--- config.mk ---
export PLATFORM = sky130hd
export DESIGN_NAME = scp_parser
export DESIGN_NICKNAME = d
export VERILOG_FILES = /design/src/include/scp_pkg.sv /design/src/scp_parser.sv
export SDC_FILE = /design/constraint.sdc
export NUM_CORES = 1
export LEC_CHECK = 0
export BUFFER_PORTS_ARGS = -buffer_cell sky130_fd_sc_hd__buf_4
export CAP_MARGIN = 20
export CORE_AREA = 2 2 324 326
export DETAILED_ROUTE_END_ITERATION = 10
export DIE_AREA = 0 0 326 328
export PLACE_DENSITY = 0.47
export SLEW_MARGIN = 20
export SYNTH_ARGS = -nofsm -noshare
export SYNTH_HDL_FRONTEND = slang
export SYNTH_HIERARCHICAL = 1
export SYNTH_SLANG_ARGS = --single-unit
--- constraint.sdc ---
create_clock -name clk -period 8.4 [get_ports clk]
set_input_delay 0.84 -clock clk [delete_from_list [all_inputs] [get_ports clk]]
set_output_delay 0.84 -clock clk [all_outputs]
set_load 0.05 [all_outputs]
--- src/include/scp_pkg.sv ---
// constants, command tree and carrier types for the ascii command parser
// assumes byte-wide characters, one clock, synchronous active-low reset
`default_nettype none
package scp_pkg;
    // character codes
    localparam logic [7:0] CH_LF = 8'h0a;
    localparam logic [7:0] CH_CR = 8'h0d;
    localparam logic [7:0] CH_SP = 8'h20;
    localparam logic [7:0] CH_COLON = 8'h3a;
    localparam logic [7:0] CH_QMARK = 8'h3f;
    localparam logic [7:0] CH_COMMA = 8'h2c;
    localparam logic [7:0] CH_DOT = 8'h2e;
    localparam logic [7:0] CH_0 = 8'h30;
    localparam logic [7:0] CH_9 = 8'h39;
    localparam logic [7:0] CH_LO_A = 8'h61;
    localparam logic [7:0] CH_LO_Z = 8'h7a;
    localparam logic [7:0] CASE_BIT = 8'h20;
    // buffers and tree size
    localparam int KW_CHARS = 10;
    localparam int WORD_CHARS = 8;
    localparam int NODE_COUNT = 9;
    localparam logic [3:0] ROOT = 4'h0;
    // value ranges
    localparam logic [15:0] BRIGHT_MIN = 16'h0001;
    localparam logic [15:0] BRIGHT_MAX = 16'h0003;
    localparam logic [15:0] SLOT_MIN = 16'h0000;
    localparam logic [15:0] SLOT_MAX = 16'h0009;
    localparam logic [15:0] BOOL_ONE = 16'h0001;
    localparam logic [15:0] BOOL_ZERO = 16'h0000;
    localparam logic [31:0] MILLI = 32'h0000_03e8;
    localparam logic [1:0] FRAC_DIGITS = 2'h3;

    typedef enum logic [2:0] {
        PT_NONE = 3'b000,
        PT_BOOL = 3'b001,
        PT_CINT = 3'b010,
        PT_DISC = 3'b011,
        PT_REAL = 3'b100,
        PT_STR = 3'b101
    } scp_ptype_type;

    // one keyword node; name right-justified, upper case
    typedef struct packed {
        logic [3:0] parent;
        logic [79:0] name;
        logic [3:0] long_len;
        logic [3:0] short_len;
        scp_ptype_type ptype;
        logic [3:0] dflt;
    } scp_node_type;

    typedef struct packed {
        logic eoi;
        logic [7:0] data;
    } scp_rx_type;

    localparam logic [3:0] N_BEEP_STATE = 4'h3;
    localparam logic [3:0] N_BRIGHT = 4'h5;
    localparam logic [3:0] N_RECALL = 4'h6;
    localparam logic [3:0] N_VOLT = 4'h8;

    localparam scp_node_type NODE_TAB [1:NODE_COUNT] = '{
        '{4'h0, 80'("SYSTEM"), 4'h6, 4'h4, PT_NONE, 4'h0},
        '{4'h1, 80'("BEEPER"), 4'h6, 4'h4, PT_NONE, 4'h3},
        '{4'h2, 80'("STATE"), 4'h5, 4'h4, PT_BOOL, 4'h0},
        '{4'h0, 80'("DISPLAY"), 4'h7, 4'h4, PT_NONE, 4'h0},
        '{4'h4, 80'("BRIGHTNESS"), 4'ha, 4'h4, PT_CINT, 4'h0},
        '{4'h0, 80'("*RCL"), 4'h4, 4'h4, PT_DISC, 4'h0},
        '{4'h0, 80'("SOURCE"), 4'h6, 4'h4, PT_NONE, 4'h0},
        '{4'h7, 80'("VOLTAGE"), 4'h7, 4'h4, PT_REAL, 4'h0},
        '{4'h1, 80'("NAME"), 4'h4, 4'h4, PT_STR, 4'h0}
    };
endpackage
`default_nettype wire

--- src/scp_parser.sv ---
// byte-serial ascii command parser with its input fifo
// assumes bytes arrive from a transport block on clk; eoi marks a bus end byte
//
// How it works
// - colon separated keywords walked level by level
// - one space ends header, parameters follow
// - trailing question mark makes a query reply for boolean and consecutive integer nodes only
// - commas split successive string fields; a comma after any other parameter type is malformed
// - omitted optional keyword matches its default
// - keyword matching ignores letter case
// - only full or exact short form accepted
// - line feed ends the message
// - carriage return before line feed is discarded
// - end-or-identify byte is taken as data, then ends the message as a line feed would
// - terminator resets keyword path to root
// - every reply ends with one line feed
// - booleans take ON OFF 1 0
// - discrete parameter must be a listed value
// - real value within range, MIN MAX allowed
// - consecutive integer checked against its span
// - string parameters passed on unchanged
`default_nettype none

module scp_fifo #(
    parameter int WIDTH = 9,
    parameter int DEPTH = 16
) (
    input wire logic clk,
    input wire logic resetn,
    input wire logic [WIDTH-1:0] in_data,
    input wire logic in_valid,
    output logic in_ready,
    output logic [WIDTH-1:0] out_data,
    output logic out_valid,
    input wire logic out_ready
);
    localparam int AW = $clog2(DEPTH);
    logic [WIDTH-1:0] mem [DEPTH];
    logic [AW-1:0] wp_r;
    logic [AW-1:0] rp_r;
    logic [AW:0] cnt_r;
    logic [AW:0] cnt_nxt;
    logic ready_r;
    logic push;
    logic pop;

    assign push = in_valid && ready_r;
    assign pop = out_valid && out_ready;
    assign out_valid = (cnt_r != '0);
    assign out_data = mem[rp_r];
    assign in_ready = ready_r;

    // occupancy; ready registered so it leaves the block from a flop
    always_comb begin
        cnt_nxt = cnt_r;
        if (push && !pop) begin
            cnt_nxt = cnt_r + 1'b1;
        end else if (pop && !push) begin
            cnt_nxt = cnt_r - 1'b1;
        end
    end

    always_ff @(posedge clk) begin
        if (!resetn) begin
            cnt_r <= '0;
            ready_r <= 1'b0;
            wp_r <= '0;
            rp_r <= '0;
        end else begin
            cnt_r <= cnt_nxt;
            ready_r <= (cnt_nxt != (AW+1)'(DEPTH));
            if (push) begin
                wp_r <= (wp_r == AW'(DEPTH-1)) ? '0 : wp_r + 1'b1;
            end
            if (pop) begin
                rp_r <= (rp_r == AW'(DEPTH-1)) ? '0 : rp_r + 1'b1;
            end
        end
    end

    // storage has no reset; only written entries are ever read
    always_ff @(posedge clk) begin
        if (push) begin
            mem[wp_r] <= in_data;
        end
    end
endmodule

module scp_parser #(
    parameter logic [15:0] VOLT_MAX_MV = 16'h7530,
    parameter int FIFO_DEPTH = 16,
    parameter logic [1:0] STR_FIELDS_MAX = 2'h3
) (
    input wire logic clk,
    input wire logic resetn,
    input wire logic [7:0] rx_data,
    input wire logic rx_valid,
    input wire logic rx_eoi,
    output logic rx_ready,
    output logic [7:0] rsp_data,
    output logic rsp_valid,
    input wire logic rsp_ready,
    output logic [7:0] str_data,
    output logic str_valid,
    output logic [1:0] str_field,
    output logic beep_en,
    output logic [1:0] brightness,
    output logic [15:0] volt_mv,
    output logic recall_pulse,
    output logic [3:0] recall_slot,
    output logic cmd_err
);
    typedef enum logic [2:0] {
        ST_HDR = 3'b000,
        ST_PARAM = 3'b001,
        ST_SKIP = 3'b010,
        ST_RSP = 3'b011,
        ST_RSP_LF = 3'b100
    } scp_state_type;

    scp_pkg::scp_rx_type fin;
    scp_pkg::scp_rx_type fout;
    logic f_valid;
    logic pop;
    scp_state_type st_r;
    logic [3:0] node_r;
    logic [79:0] kbuf_r;
    logic [3:0] klen_r;
    logic qry_r;
    logic cr_r;
    logic eoi_r;
    logic [63:0] wbuf_r;
    logic [3:0] wlen_r;
    logic [15:0] ival_r;
    logic [9:0] fval_r;
    logic [1:0] fdig_r;
    logic dot_r;
    logic num_r;
    logic bad_r;
    logic [1:0] pidx_r;
    logic [7:0] rsp_r;
    logic rsp_valid_r;
    logic [7:0] str_r;
    logic str_valid_r;
    logic [1:0] str_field_r;
    logic beep_r;
    logic [1:0] bright_r;
    logic [15:0] volt_r;
    logic recall_r;
    logic [3:0] slot_r;
    logic err_r;
    logic [7:0] c;
    logic [7:0] cu;
    logic lf;
    logic term;
    logic [3:0] hit;
    logic [3:0] hdr_node;
    scp_pkg::scp_ptype_type hdr_type;
    logic ok;
    logic [15:0] val;
    logic [31:0] mv;

    assign fin = '{eoi: rx_eoi, data: rx_data};

    scp_fifo #(.WIDTH($bits(scp_pkg::scp_rx_type)), .DEPTH(FIFO_DEPTH)) u_fifo (
        .clk(clk),
        .resetn(resetn),
        .in_data(fin),
        .in_valid(rx_valid),
        .in_ready(rx_ready),
        .out_data(fout),
        .out_valid(f_valid),
        .out_ready(pop)
    );

    // upper-case a letter so keywords and words compare case-free
    function automatic logic [7:0] upc(input logic [7:0] b);
        return (b >= scp_pkg::CH_LO_A && b <= scp_pkg::CH_LO_Z) ? (b & ~scp_pkg::CASE_BIT) : b;
    endfunction

    function automatic logic is_dig(input logic [7:0] b);
        return b >= scp_pkg::CH_0 && b <= scp_pkg::CH_9;
    endfunction

    // child of parent matching the buffer in full or exact short form
    function automatic logic [3:0] lookup(input logic [3:0] parent, input logic [79:0] kb,
                                          input logic [3:0] kl);
        logic [3:0] id;
        scp_pkg::scp_node_type n;
        id = scp_pkg::ROOT;
        for (int i = 1; i <= scp_pkg::NODE_COUNT; i++) begin
            n = scp_pkg::NODE_TAB[i];
            if (n.parent == parent) begin
                if ((kl == n.long_len && kb == n.name) ||
                    (kl == n.short_len &&
                     kb == (n.name >> {n.long_len - n.short_len, 3'b000}))) begin
                    id = 4'(i);
                end
            end
        end
        return id;
    endfunction

    // drain the fifo unless a reply is going out or an end byte is pending
    assign pop = f_valid && !eoi_r && (st_r != ST_RSP) && (st_r != ST_RSP_LF);
    assign c = fout.data;
    assign cu = upc(c);
    assign lf = pop && (c == scp_pkg::CH_LF);
    assign term = lf || eoi_r;

    // keyword path resolution including omitted default levels
    always_comb begin
        hit = (klen_r != 4'h0) ? lookup(node_r, kbuf_r, klen_r) : node_r;
        hdr_node = hit;
        if (hit != scp_pkg::ROOT && scp_pkg::NODE_TAB[hit].ptype == scp_pkg::PT_NONE &&
            scp_pkg::NODE_TAB[hit].dflt != scp_pkg::ROOT) begin
            hdr_node = scp_pkg::NODE_TAB[hit].dflt;
        end
        hdr_type = (hdr_node == scp_pkg::ROOT) ? scp_pkg::PT_NONE
                                               : scp_pkg::NODE_TAB[hdr_node].ptype;
    end

    // type and range check of the gathered parameter
    always_comb begin
        ok = 1'b0;
        val = ival_r;
        mv = 32'(ival_r) * scp_pkg::MILLI;
        case (fdig_r)
            2'h1: mv = mv + 32'(fval_r) * 32'h64;
            2'h2: mv = mv + 32'(fval_r) * 32'h0a;
            2'h3: mv = mv + 32'(fval_r);
            default: mv = mv;
        endcase
        case (node_r)
            scp_pkg::N_BEEP_STATE: begin
                if ((wlen_r == 4'h2 && wbuf_r == 64'("ON")) ||
                    (num_r && !dot_r && ival_r == scp_pkg::BOOL_ONE)) begin
                    ok = 1'b1;
                    val = scp_pkg::BOOL_ONE;
                end else if ((wlen_r == 4'h3 && wbuf_r == 64'("OFF")) ||
                             (num_r && !dot_r && ival_r == scp_pkg::BOOL_ZERO)) begin
                    ok = 1'b1;
                    val = scp_pkg::BOOL_ZERO;
                end
            end
            scp_pkg::N_BRIGHT: begin
                ok = num_r && !dot_r && ival_r >= scp_pkg::BRIGHT_MIN &&
                     ival_r <= scp_pkg::BRIGHT_MAX;
            end
            scp_pkg::N_RECALL: begin
                ok = num_r && !dot_r && ival_r >= scp_pkg::SLOT_MIN &&
                     ival_r <= scp_pkg::SLOT_MAX;
            end
            scp_pkg::N_VOLT: begin
                if ((wlen_r == 4'h3 && wbuf_r == 64'("MIN")) ||
                    (wlen_r == 4'h7 && wbuf_r == 64'("MINIMUM"))) begin
                    ok = 1'b1;
                    val = '0;
                end else if ((wlen_r == 4'h3 && wbuf_r == 64'("MAX")) ||
                             (wlen_r == 4'h7 && wbuf_r == 64'("MAXIMUM"))) begin
                    ok = 1'b1;
                    val = VOLT_MAX_MV;
                end else if (num_r && mv <= 32'(VOLT_MAX_MV)) begin
                    ok = 1'b1;
                    val = mv[15:0];
                end
            end
            default: ok = 1'b1;
        endcase
        if (bad_r) begin
            ok = 1'b0;
        end
    end

    // command sequencer: header, parameters, discard, reply
    always_ff @(posedge clk) begin
        if (!resetn) begin
            st_r <= ST_HDR;
            node_r <= scp_pkg::ROOT;
            kbuf_r <= '0;
            klen_r <= '0;
            qry_r <= 1'b0;
            cr_r <= 1'b0;
            eoi_r <= 1'b0;
            pidx_r <= '0;
        end else if (st_r == ST_RSP) begin
            if (rsp_valid_r && rsp_ready) begin
                st_r <= ST_RSP_LF;
            end
        end else if (st_r == ST_RSP_LF) begin
            if (rsp_ready) begin
                st_r <= ST_HDR;
                node_r <= scp_pkg::ROOT;
            end
        end else if (term) begin
            // path back to root before the next command
            node_r <= scp_pkg::ROOT;
            kbuf_r <= '0;
            klen_r <= '0;
            qry_r <= 1'b0;
            cr_r <= 1'b0;
            eoi_r <= 1'b0;
            pidx_r <= '0;
            st_r <= ST_HDR;
            if (st_r == ST_HDR && qry_r &&
                (hdr_type == scp_pkg::PT_BOOL || hdr_type == scp_pkg::PT_CINT)) begin
                st_r <= ST_RSP;
                node_r <= hdr_node;                                 // reply needs queried node
            end
        end else if (pop) begin
            eoi_r <= fout.eoi;
            cr_r <= (c == scp_pkg::CH_CR);
            if (cr_r) begin
                st_r <= ST_SKIP;                                    // lone cr is malformed
            end else if (c == scp_pkg::CH_CR) begin
                st_r <= st_r;
            end else if (st_r == ST_HDR) begin
                if (qry_r) begin
                    st_r <= ST_SKIP;                                // nothing may follow '?'
                end else if (c == scp_pkg::CH_COLON) begin
                    if (klen_r != 4'h0) begin
                        if (hit == scp_pkg::ROOT) begin
                            st_r <= ST_SKIP;
                        end
                        node_r <= hit;
                    end
                    kbuf_r <= '0;
                    klen_r <= '0;
                end else if (c == scp_pkg::CH_SP || c == scp_pkg::CH_QMARK) begin
                    node_r <= hdr_node;
                    kbuf_r <= '0;
                    klen_r <= '0;
                    qry_r <= (c == scp_pkg::CH_QMARK);
                    if (hdr_type == scp_pkg::PT_NONE) begin
                        st_r <= ST_SKIP;
                    end else if (c == scp_pkg::CH_SP) begin
                        st_r <= ST_PARAM;
                    end
                end else if (klen_r == 4'(scp_pkg::KW_CHARS)) begin
                    st_r <= ST_SKIP;
                end else begin
                    kbuf_r <= {kbuf_r[71:0], cu};
                    klen_r <= klen_r + 1'b1;
                end
            end else if (st_r == ST_PARAM && c == scp_pkg::CH_COMMA) begin
                pidx_r <= pidx_r + 1'b1;
                if (scp_pkg::NODE_TAB[node_r].ptype != scp_pkg::PT_STR ||
                    pidx_r == STR_FIELDS_MAX) begin
                    st_r <= ST_SKIP;
                end
            end
        end
    end

    // header ending at the terminator; LF inside the header word acts as end
    // parameter token accumulators, cleared at each separator
    always_ff @(posedge clk) begin
        if (!resetn || term || (pop && c == scp_pkg::CH_COMMA) || st_r != ST_PARAM) begin
            wbuf_r <= '0;
            wlen_r <= '0;
            ival_r <= '0;
            fval_r <= '0;
            fdig_r <= '0;
            dot_r <= 1'b0;
            num_r <= 1'b0;
            bad_r <= 1'b0;
        end else if (pop && c != scp_pkg::CH_CR && c != scp_pkg::CH_SP) begin
            if (is_dig(c) && wlen_r == 4'h0) begin
                num_r <= 1'b1;
                if (!dot_r) begin
                    ival_r <= 16'(ival_r * 16'h000a + 16'(c - scp_pkg::CH_0));
                    bad_r <= bad_r || (ival_r > 16'h1999);          // overflow guard
                end else if (fdig_r != scp_pkg::FRAC_DIGITS) begin
                    fval_r <= 10'(fval_r * 10'h00a + 10'(c - scp_pkg::CH_0));
                    fdig_r <= fdig_r + 1'b1;
                end
            end else if (c == scp_pkg::CH_DOT && num_r && !dot_r) begin
                dot_r <= 1'b1;
            end else if (!num_r && wlen_r != 4'(scp_pkg::WORD_CHARS)) begin
                wbuf_r <= {wbuf_r[55:0], cu};
                wlen_r <= wlen_r + 1'b1;
            end else begin
                bad_r <= 1'b1;
            end
        end
    end

    // settings change only on a clean terminator
    always_ff @(posedge clk) begin
        if (!resetn) begin
            beep_r <= 1'b0;
            bright_r <= scp_pkg::BRIGHT_MIN[1:0];
            volt_r <= '0;
            recall_r <= 1'b0;
            slot_r <= '0;
            err_r <= 1'b0;
        end else begin
            recall_r <= 1'b0;
            err_r <= 1'b0;
            if (term && (st_r == ST_HDR || st_r == ST_PARAM || st_r == ST_SKIP)) begin
                if (st_r == ST_SKIP || (st_r == ST_PARAM && !ok)) begin
                    err_r <= 1'b1;
                end else if (st_r == ST_HDR) begin
                    err_r <= (klen_r != 4'h0 || node_r != scp_pkg::ROOT) &&
                             !(qry_r && (hdr_type == scp_pkg::PT_BOOL ||
                                         hdr_type == scp_pkg::PT_CINT));
                end else begin
                    case (node_r)
                        scp_pkg::N_BEEP_STATE: beep_r <= val[0];
                        scp_pkg::N_BRIGHT: bright_r <= val[1:0];
                        scp_pkg::N_VOLT: volt_r <= val;
                        scp_pkg::N_RECALL: begin
                            recall_r <= 1'b1;
                            slot_r <= val[3:0];
                        end
                        default: err_r <= 1'b0;
                    endcase
                end
            end
        end
    end

    // string bytes forwarded as they arrive, with their field index
    always_ff @(posedge clk) begin
        if (!resetn) begin
            str_r <= '0;
            str_valid_r <= 1'b0;
            str_field_r <= '0;
        end else begin
            str_valid_r <= pop && !term && st_r == ST_PARAM && c != scp_pkg::CH_COMMA &&
                           c != scp_pkg::CH_CR &&
                           scp_pkg::NODE_TAB[node_r].ptype == scp_pkg::PT_STR;
            str_r <= c;
            str_field_r <= pidx_r;
        end
    end

    // query reply: one digit then a single line feed
    always_ff @(posedge clk) begin
        if (!resetn) begin
            rsp_r <= '0;
            rsp_valid_r <= 1'b0;
        end else if (st_r == ST_RSP && !rsp_valid_r) begin
            rsp_r <= scp_pkg::CH_0 + ((node_r == scp_pkg::N_BRIGHT) ? 8'(bright_r) : 8'(beep_r));
            rsp_valid_r <= 1'b1;
        end else if (st_r == ST_RSP && rsp_ready) begin
            rsp_r <= scp_pkg::CH_LF;
        end else if (st_r == ST_RSP_LF && rsp_ready) begin
            rsp_valid_r <= 1'b0;
        end
    end

    assign rsp_data = rsp_r;
    assign rsp_valid = rsp_valid_r;
    assign str_data = str_r;
    assign str_valid = str_valid_r;
    assign str_field = str_field_r;
    assign beep_en = beep_r;
    assign brightness = bright_r;
    assign volt_mv = volt_r;
    assign recall_pulse = recall_r;
    assign recall_slot = slot_r;
    assign cmd_err = err_r;
endmodule

`default_nettype wire
==> metrics.md <==
| Metric | Value |
|---|---|
| Run status | complete, no violations |
| Relative contribution of sequential cells to total power | 36.0% |
| Pint | 3940 uW |
| Die Ht | 328 um |
| RSZ-0062 raised after global routing | no |
| Initial antenna violation count | 1 |
| Net load switching power | 2190 uW |
| Mean instance size in the synthesized netlist | 9.63 um^2 |
| Setup Slack @ Placement | 518 ps |
| Initial DRT Pass Iterations | 5 |
| Ant diodes | 0 |
| Post-cts hold buffer count | 0 |
| Number of standard-cell rows in the floorplan | between 100 and 150 |
| Largest net degree at the start of global routing | 100 |
| Count of cell types in the netlist | 94 |
| Total of warnings raised by yosys | 6 |
| Critical Path Fanout Max | 9 |
| Number of synthesized flops with an enable pin | ~140 |
| Post-cts repair resize count | 0 |
| Port-buffer cells | 55 |
| Type of origin of the critical path | flip-flop |
| Final setup violation count | 0 |
| Worst Setup Slack, final | slightly below 700 ps |
| Die Span X | 326 um |
| Routability Congestion | 0.884 |
| Category of the critical setup timing path | flip-flop to flip-flop |
| Total number of vias | 18,942 |
| Final core occ | a little over a quarter |
| Measured slew at the worst slew-check pin | 1090 ps |
| Largest voltage drop on the vdd net | 248 uV |
| Sequential area share after synthesis | 38.1% |
| Area of the core | 103,000 um^2 |
| Deepest clock path buffer count | 3 |
| Max-slew violations | 0 |
| Cell area after placement | 26,600 um^2 |
| Syn Std Cell Area | ~25,000 um^2 |
| # IOs | 59 |
| H-tree levels | 2 |
| CTS root buf | sky130_fd_sc_hd__clkbuf_16 |
| Average wire per cell in the routed design | 17.4 um |
| Remaining antenna violation count after routing | 0 |
| Type of element capturing the critical path | flip-flop |
| Post-route DRC | 0 |
| Synth Flop Type | sky130_fd_sc_hd__dfxtp_1 |
| Power share of the combinational group | between 20% and 30% |
| Clk network pwr share | 35.0% |
| Initial core utilization | 24.0% |
| Final period util | 92.0% |
| Worst hold path type | flip-flop to flip-flop |
| Violation count after the first detailed-routing iteration | 1,231 |
| Power Density | around 220 nW/um^2 |
| Seq cells post-synth | 398 |
| Vias in the first global route | 18,585 |
| Final hold vios | 0 |
| Clock Sinks | 398 |
| Endpoint of the worst-slack reg-to-reg timing path | volt_mv[14]$_SDFFE_PN0P_ |
| DPL Wire Length | 50.7 mm |
| Final total negative setup slack | 0 ps |
| Endpoint of the most critical setup path | volt_mv[14]$_SDFFE_PN0P_ |
| Insertion delay to the later sink of the worst-skew pair | between 600 and 700 ps |
| Startpoint of the worst setup timing path | ival_r[3]$_SDFFE_PP0P_ |
| Largest cells by area after synthesis | sky130_fd_sc_hd__dfxtp_1, sky130_fd_sc_hd__edfxtp_1, sky130_fd_sc_hd__ha_1, sky130_fd_sc_hd__fa_1, sky130_fd_sc_hd__a21oi_1 |
| Die area | 107,000 um^2 |
| Cell taking the most area after synthesis | sky130_fd_sc_hd__dfxtp_1 |
| Layout cell share with drive strength beyond 1 | 7.74% |
| First-pass GRT wire length | 109 mm |
| Achievable clock frequency | roughly 0.13 GHz |
| Count of cells along the worst register-to-register path | 24 |
| FF-to-FF setup slack | 670 ps |
| WL final | 69.6 mm |
| Clock buffer count from CTS | 47 |
| Static leakage power | 0.0109 uW |
| Signal arrival time at the worst endpoint | between 8000 and 9000 ps |
| Clock slew at the register clock pins of the worst setup and hold paths | ~60 ps |
| Final instance area | 28,200 um^2 |
| Worst EP required | 8860 ps |
| Setup bufs post-CTS | 0 |
| Final Critical Period | 7730 ps |
| Max Cap Violations | 0 |
| Relative area change from synthesis to final layout | 14.2% |
| Net count, final | 2,868 |
| Worst R2R Start | ival_r[3]$_SDFFE_PP0P_ |
| Post-synthesis instance total | 2,567 |
| Post-Route Skew | 38.2 ps |
| Top-area cell type share of the netlist area | 20.6% |
| Switching power share of the total | a little over a third |
| Overflow left after global routing | 0 |
| TritonCTS clock tree | done |
| Async SR Flop Fraction | 0% |
| Max-Slew Margin vs Limit | between 20% and 30% |
| Total routing usage reported by global routing | approximately 13% |
| Vias per inst | 4.73 |
## worst min-delay path by stage
stage / startpoint / to / cells after the start
2_1_floorplan: kbuf_r[79]$_SDFFE_PN0P_ / kbuf_r[79]$_SDFFE_PN0P_ / 2
3_3_place_gp: kbuf_r[75]$_SDFFE_PN0P_ / kbuf_r[75]$_SDFFE_PN0P_ / 2
3_5_place_dp: kbuf_r[75]$_SDFFE_PN0P_ / kbuf_r[75]$_SDFFE_PN0P_ / 2
4_1_cts: kbuf_r[75]$_SDFFE_PN0P_ / kbuf_r[75]$_SDFFE_PN0P_ / 2
5_1_grt: kbuf_r[77]$_SDFFE_PN0P_ / kbuf_r[77]$_SDFFE_PN0P_ / 2
6_report: kbuf_r[77]$_SDFFE_PN0P_ / kbuf_r[77]$_SDFFE_PN0P_ / 2
## cell families after synthesis
| logic type | synth area share [%] |
|---|---|
| AO/OA/AOI/OAI | 12.7 |
| buffers and inverters | 4.58 |
| flip-flops | 38.1 |
| other | 0.0152 |
| AND/OR/NAND/NOR | 18.5 |
| multiplexers | 7.50 |
| XOR/XNOR | 3.05 |
| adder cells (fa/ha/maj) | 15.6 |
## worst max-delay path, cell delays in order (launching register included)
cell	delay (ps)
sky130_fd_sc_hd__dfxtp_1	570
sky130_fd_sc_hd__inv_1	230
sky130_fd_sc_hd__fa_1	580
sky130_fd_sc_hd__fa_1	450
sky130_fd_sc_hd__fa_1	520
sky130_fd_sc_hd__inv_1	50
sky130_fd_sc_hd__fa_1	450
sky130_fd_sc_hd__ha_1	430
sky130_fd_sc_hd__o2111ai_1	230
sky130_fd_sc_hd__and3_1	270
sky130_fd_sc_hd__o2bb2ai_1	140
sky130_fd_sc_hd__xnor2_1	350
sky130_fd_sc_hd__ha_1	370
sky130_fd_sc_hd__a21oi_1	180
sky130_fd_sc_hd__o21ai_0	110
sky130_fd_sc_hd__a21o_1	190
sky130_fd_sc_hd__a21oi_1	220
sky130_fd_sc_hd__a21o_1	230
sky130_fd_sc_hd__o211a_1	150
sky130_fd_sc_hd__o2111a_1	190
sky130_fd_sc_hd__a2bb2o_1	330
sky130_fd_sc_hd__nor2_1	340
sky130_fd_sc_hd__o2111ai_1	420
sky130_fd_sc_hd__nor2_1	470
sky130_fd_sc_hd__a21oi_1	120
## metrics by stage
stage	total power [uW]	instances	hold WS [ps]
3_5_place_dp	4050	3916	451
3_3_place_gp	4050	3916	443
4_1_cts	6230	4002	458
2_1_floorplan	3550	2569	432
5_1_grt	6460	4002	487
6_report	6130	4002	457
## cell usage in the layout (no fill, tap or decap), types with 44 or more instances in the layout
| master | instances |
|---|---|
| sky130_fd_sc_hd__nand2_1 | 284 |
| sky130_fd_sc_hd__dfxtp_1 | 252 |
| sky130_fd_sc_hd__a21oi_1 | 218 |
| sky130_fd_sc_hd__nor2_1 | 212 |
| sky130_fd_sc_hd__ha_1 | 207 |
| sky130_fd_sc_hd__inv_1 | 175 |
| sky130_fd_sc_hd__edfxtp_1 | 144 |
| sky130_fd_sc_hd__o21ai_0 | 75 |
| sky130_fd_sc_hd__buf_4 | 74 |
| sky130_fd_sc_hd__mux2i_1 | 72 |
| sky130_fd_sc_hd__nand3_1 | 67 |
| sky130_fd_sc_hd__fa_1 | 63 |
| sky130_fd_sc_hd__xnor2_1 | 55 |
| sky130_fd_sc_hd__clkbuf_16 | 48 |
| sky130_fd_sc_hd__nor3_1 | 44 |
## cells in the mapped netlist, types with 33 or more instances
cell type and number:
sky130_fd_sc_hd__a21oi_1 218, sky130_fd_sc_hd__and2_1 33, sky130_fd_sc_hd__clkbuf_1 82, sky130_fd_sc_hd__dfxtp_1 254
sky130_fd_sc_hd__edfxtp_1 144, sky130_fd_sc_hd__fa_1 63, sky130_fd_sc_hd__ha_1 207, sky130_fd_sc_hd__inv_1 175
sky130_fd_sc_hd__mux2i_1 72, sky130_fd_sc_hd__nand2_1 285, sky130_fd_sc_hd__nand3_1 67, sky130_fd_sc_hd__nand4_1 34
sky130_fd_sc_hd__nor2_1 213, sky130_fd_sc_hd__nor3_1 45, sky130_fd_sc_hd__nor4_1 33, sky130_fd_sc_hd__o21ai_0 75
sky130_fd_sc_hd__xnor2_1 55
## cell type report
cell class	count	area [um^2]
fillers	10916	75000
multi-input cells	1887	14200
flip-flops and latches	398	9410
well taps	1380	1730
clock buffers	64	1320
inverters	177	664
repair buffers	74	556
clock inverters	22	319
## power groups by stage
| stage | logic (uW) | clock network [uW] | registers (uW) |
|---|---|---|---|
| 5_1_grt | 1950 | 2300 | 2220 |
| 6_report | 1780 | 2150 | 2200 |
| 4_1_cts | 1800 | 2220 | 2210 |
| 3_3_place_gp | 1810 | 0 | 2250 |
| 3_5_place_dp | 1800 | 0 | 2250 |
| 2_1_floorplan | 1320 | 0 | 2220 |
## per-layer routing
layer  share of wire, %  vias to the layer above  global-route usage (%)
met5                  0                        -                       0
met4                2.3                        0                    3.27
met2                 43                      413                    19.9
li1                   -                     9292                       -
met3                5.0                       90                    2.17
met1                 49                     9147                    18.3
## registers in the layout (all words and copies together) (netlist names), 5 cells and up, named ones only
register	flops
u_fifo/mem	144
kbuf_r	80
wbuf_r	64
ival_r	16
volt_mv	16
fval_r	10
str_data	8
u_fifo/cnt_r	5
No activity file was read; power rests on OpenSTA's default activity.
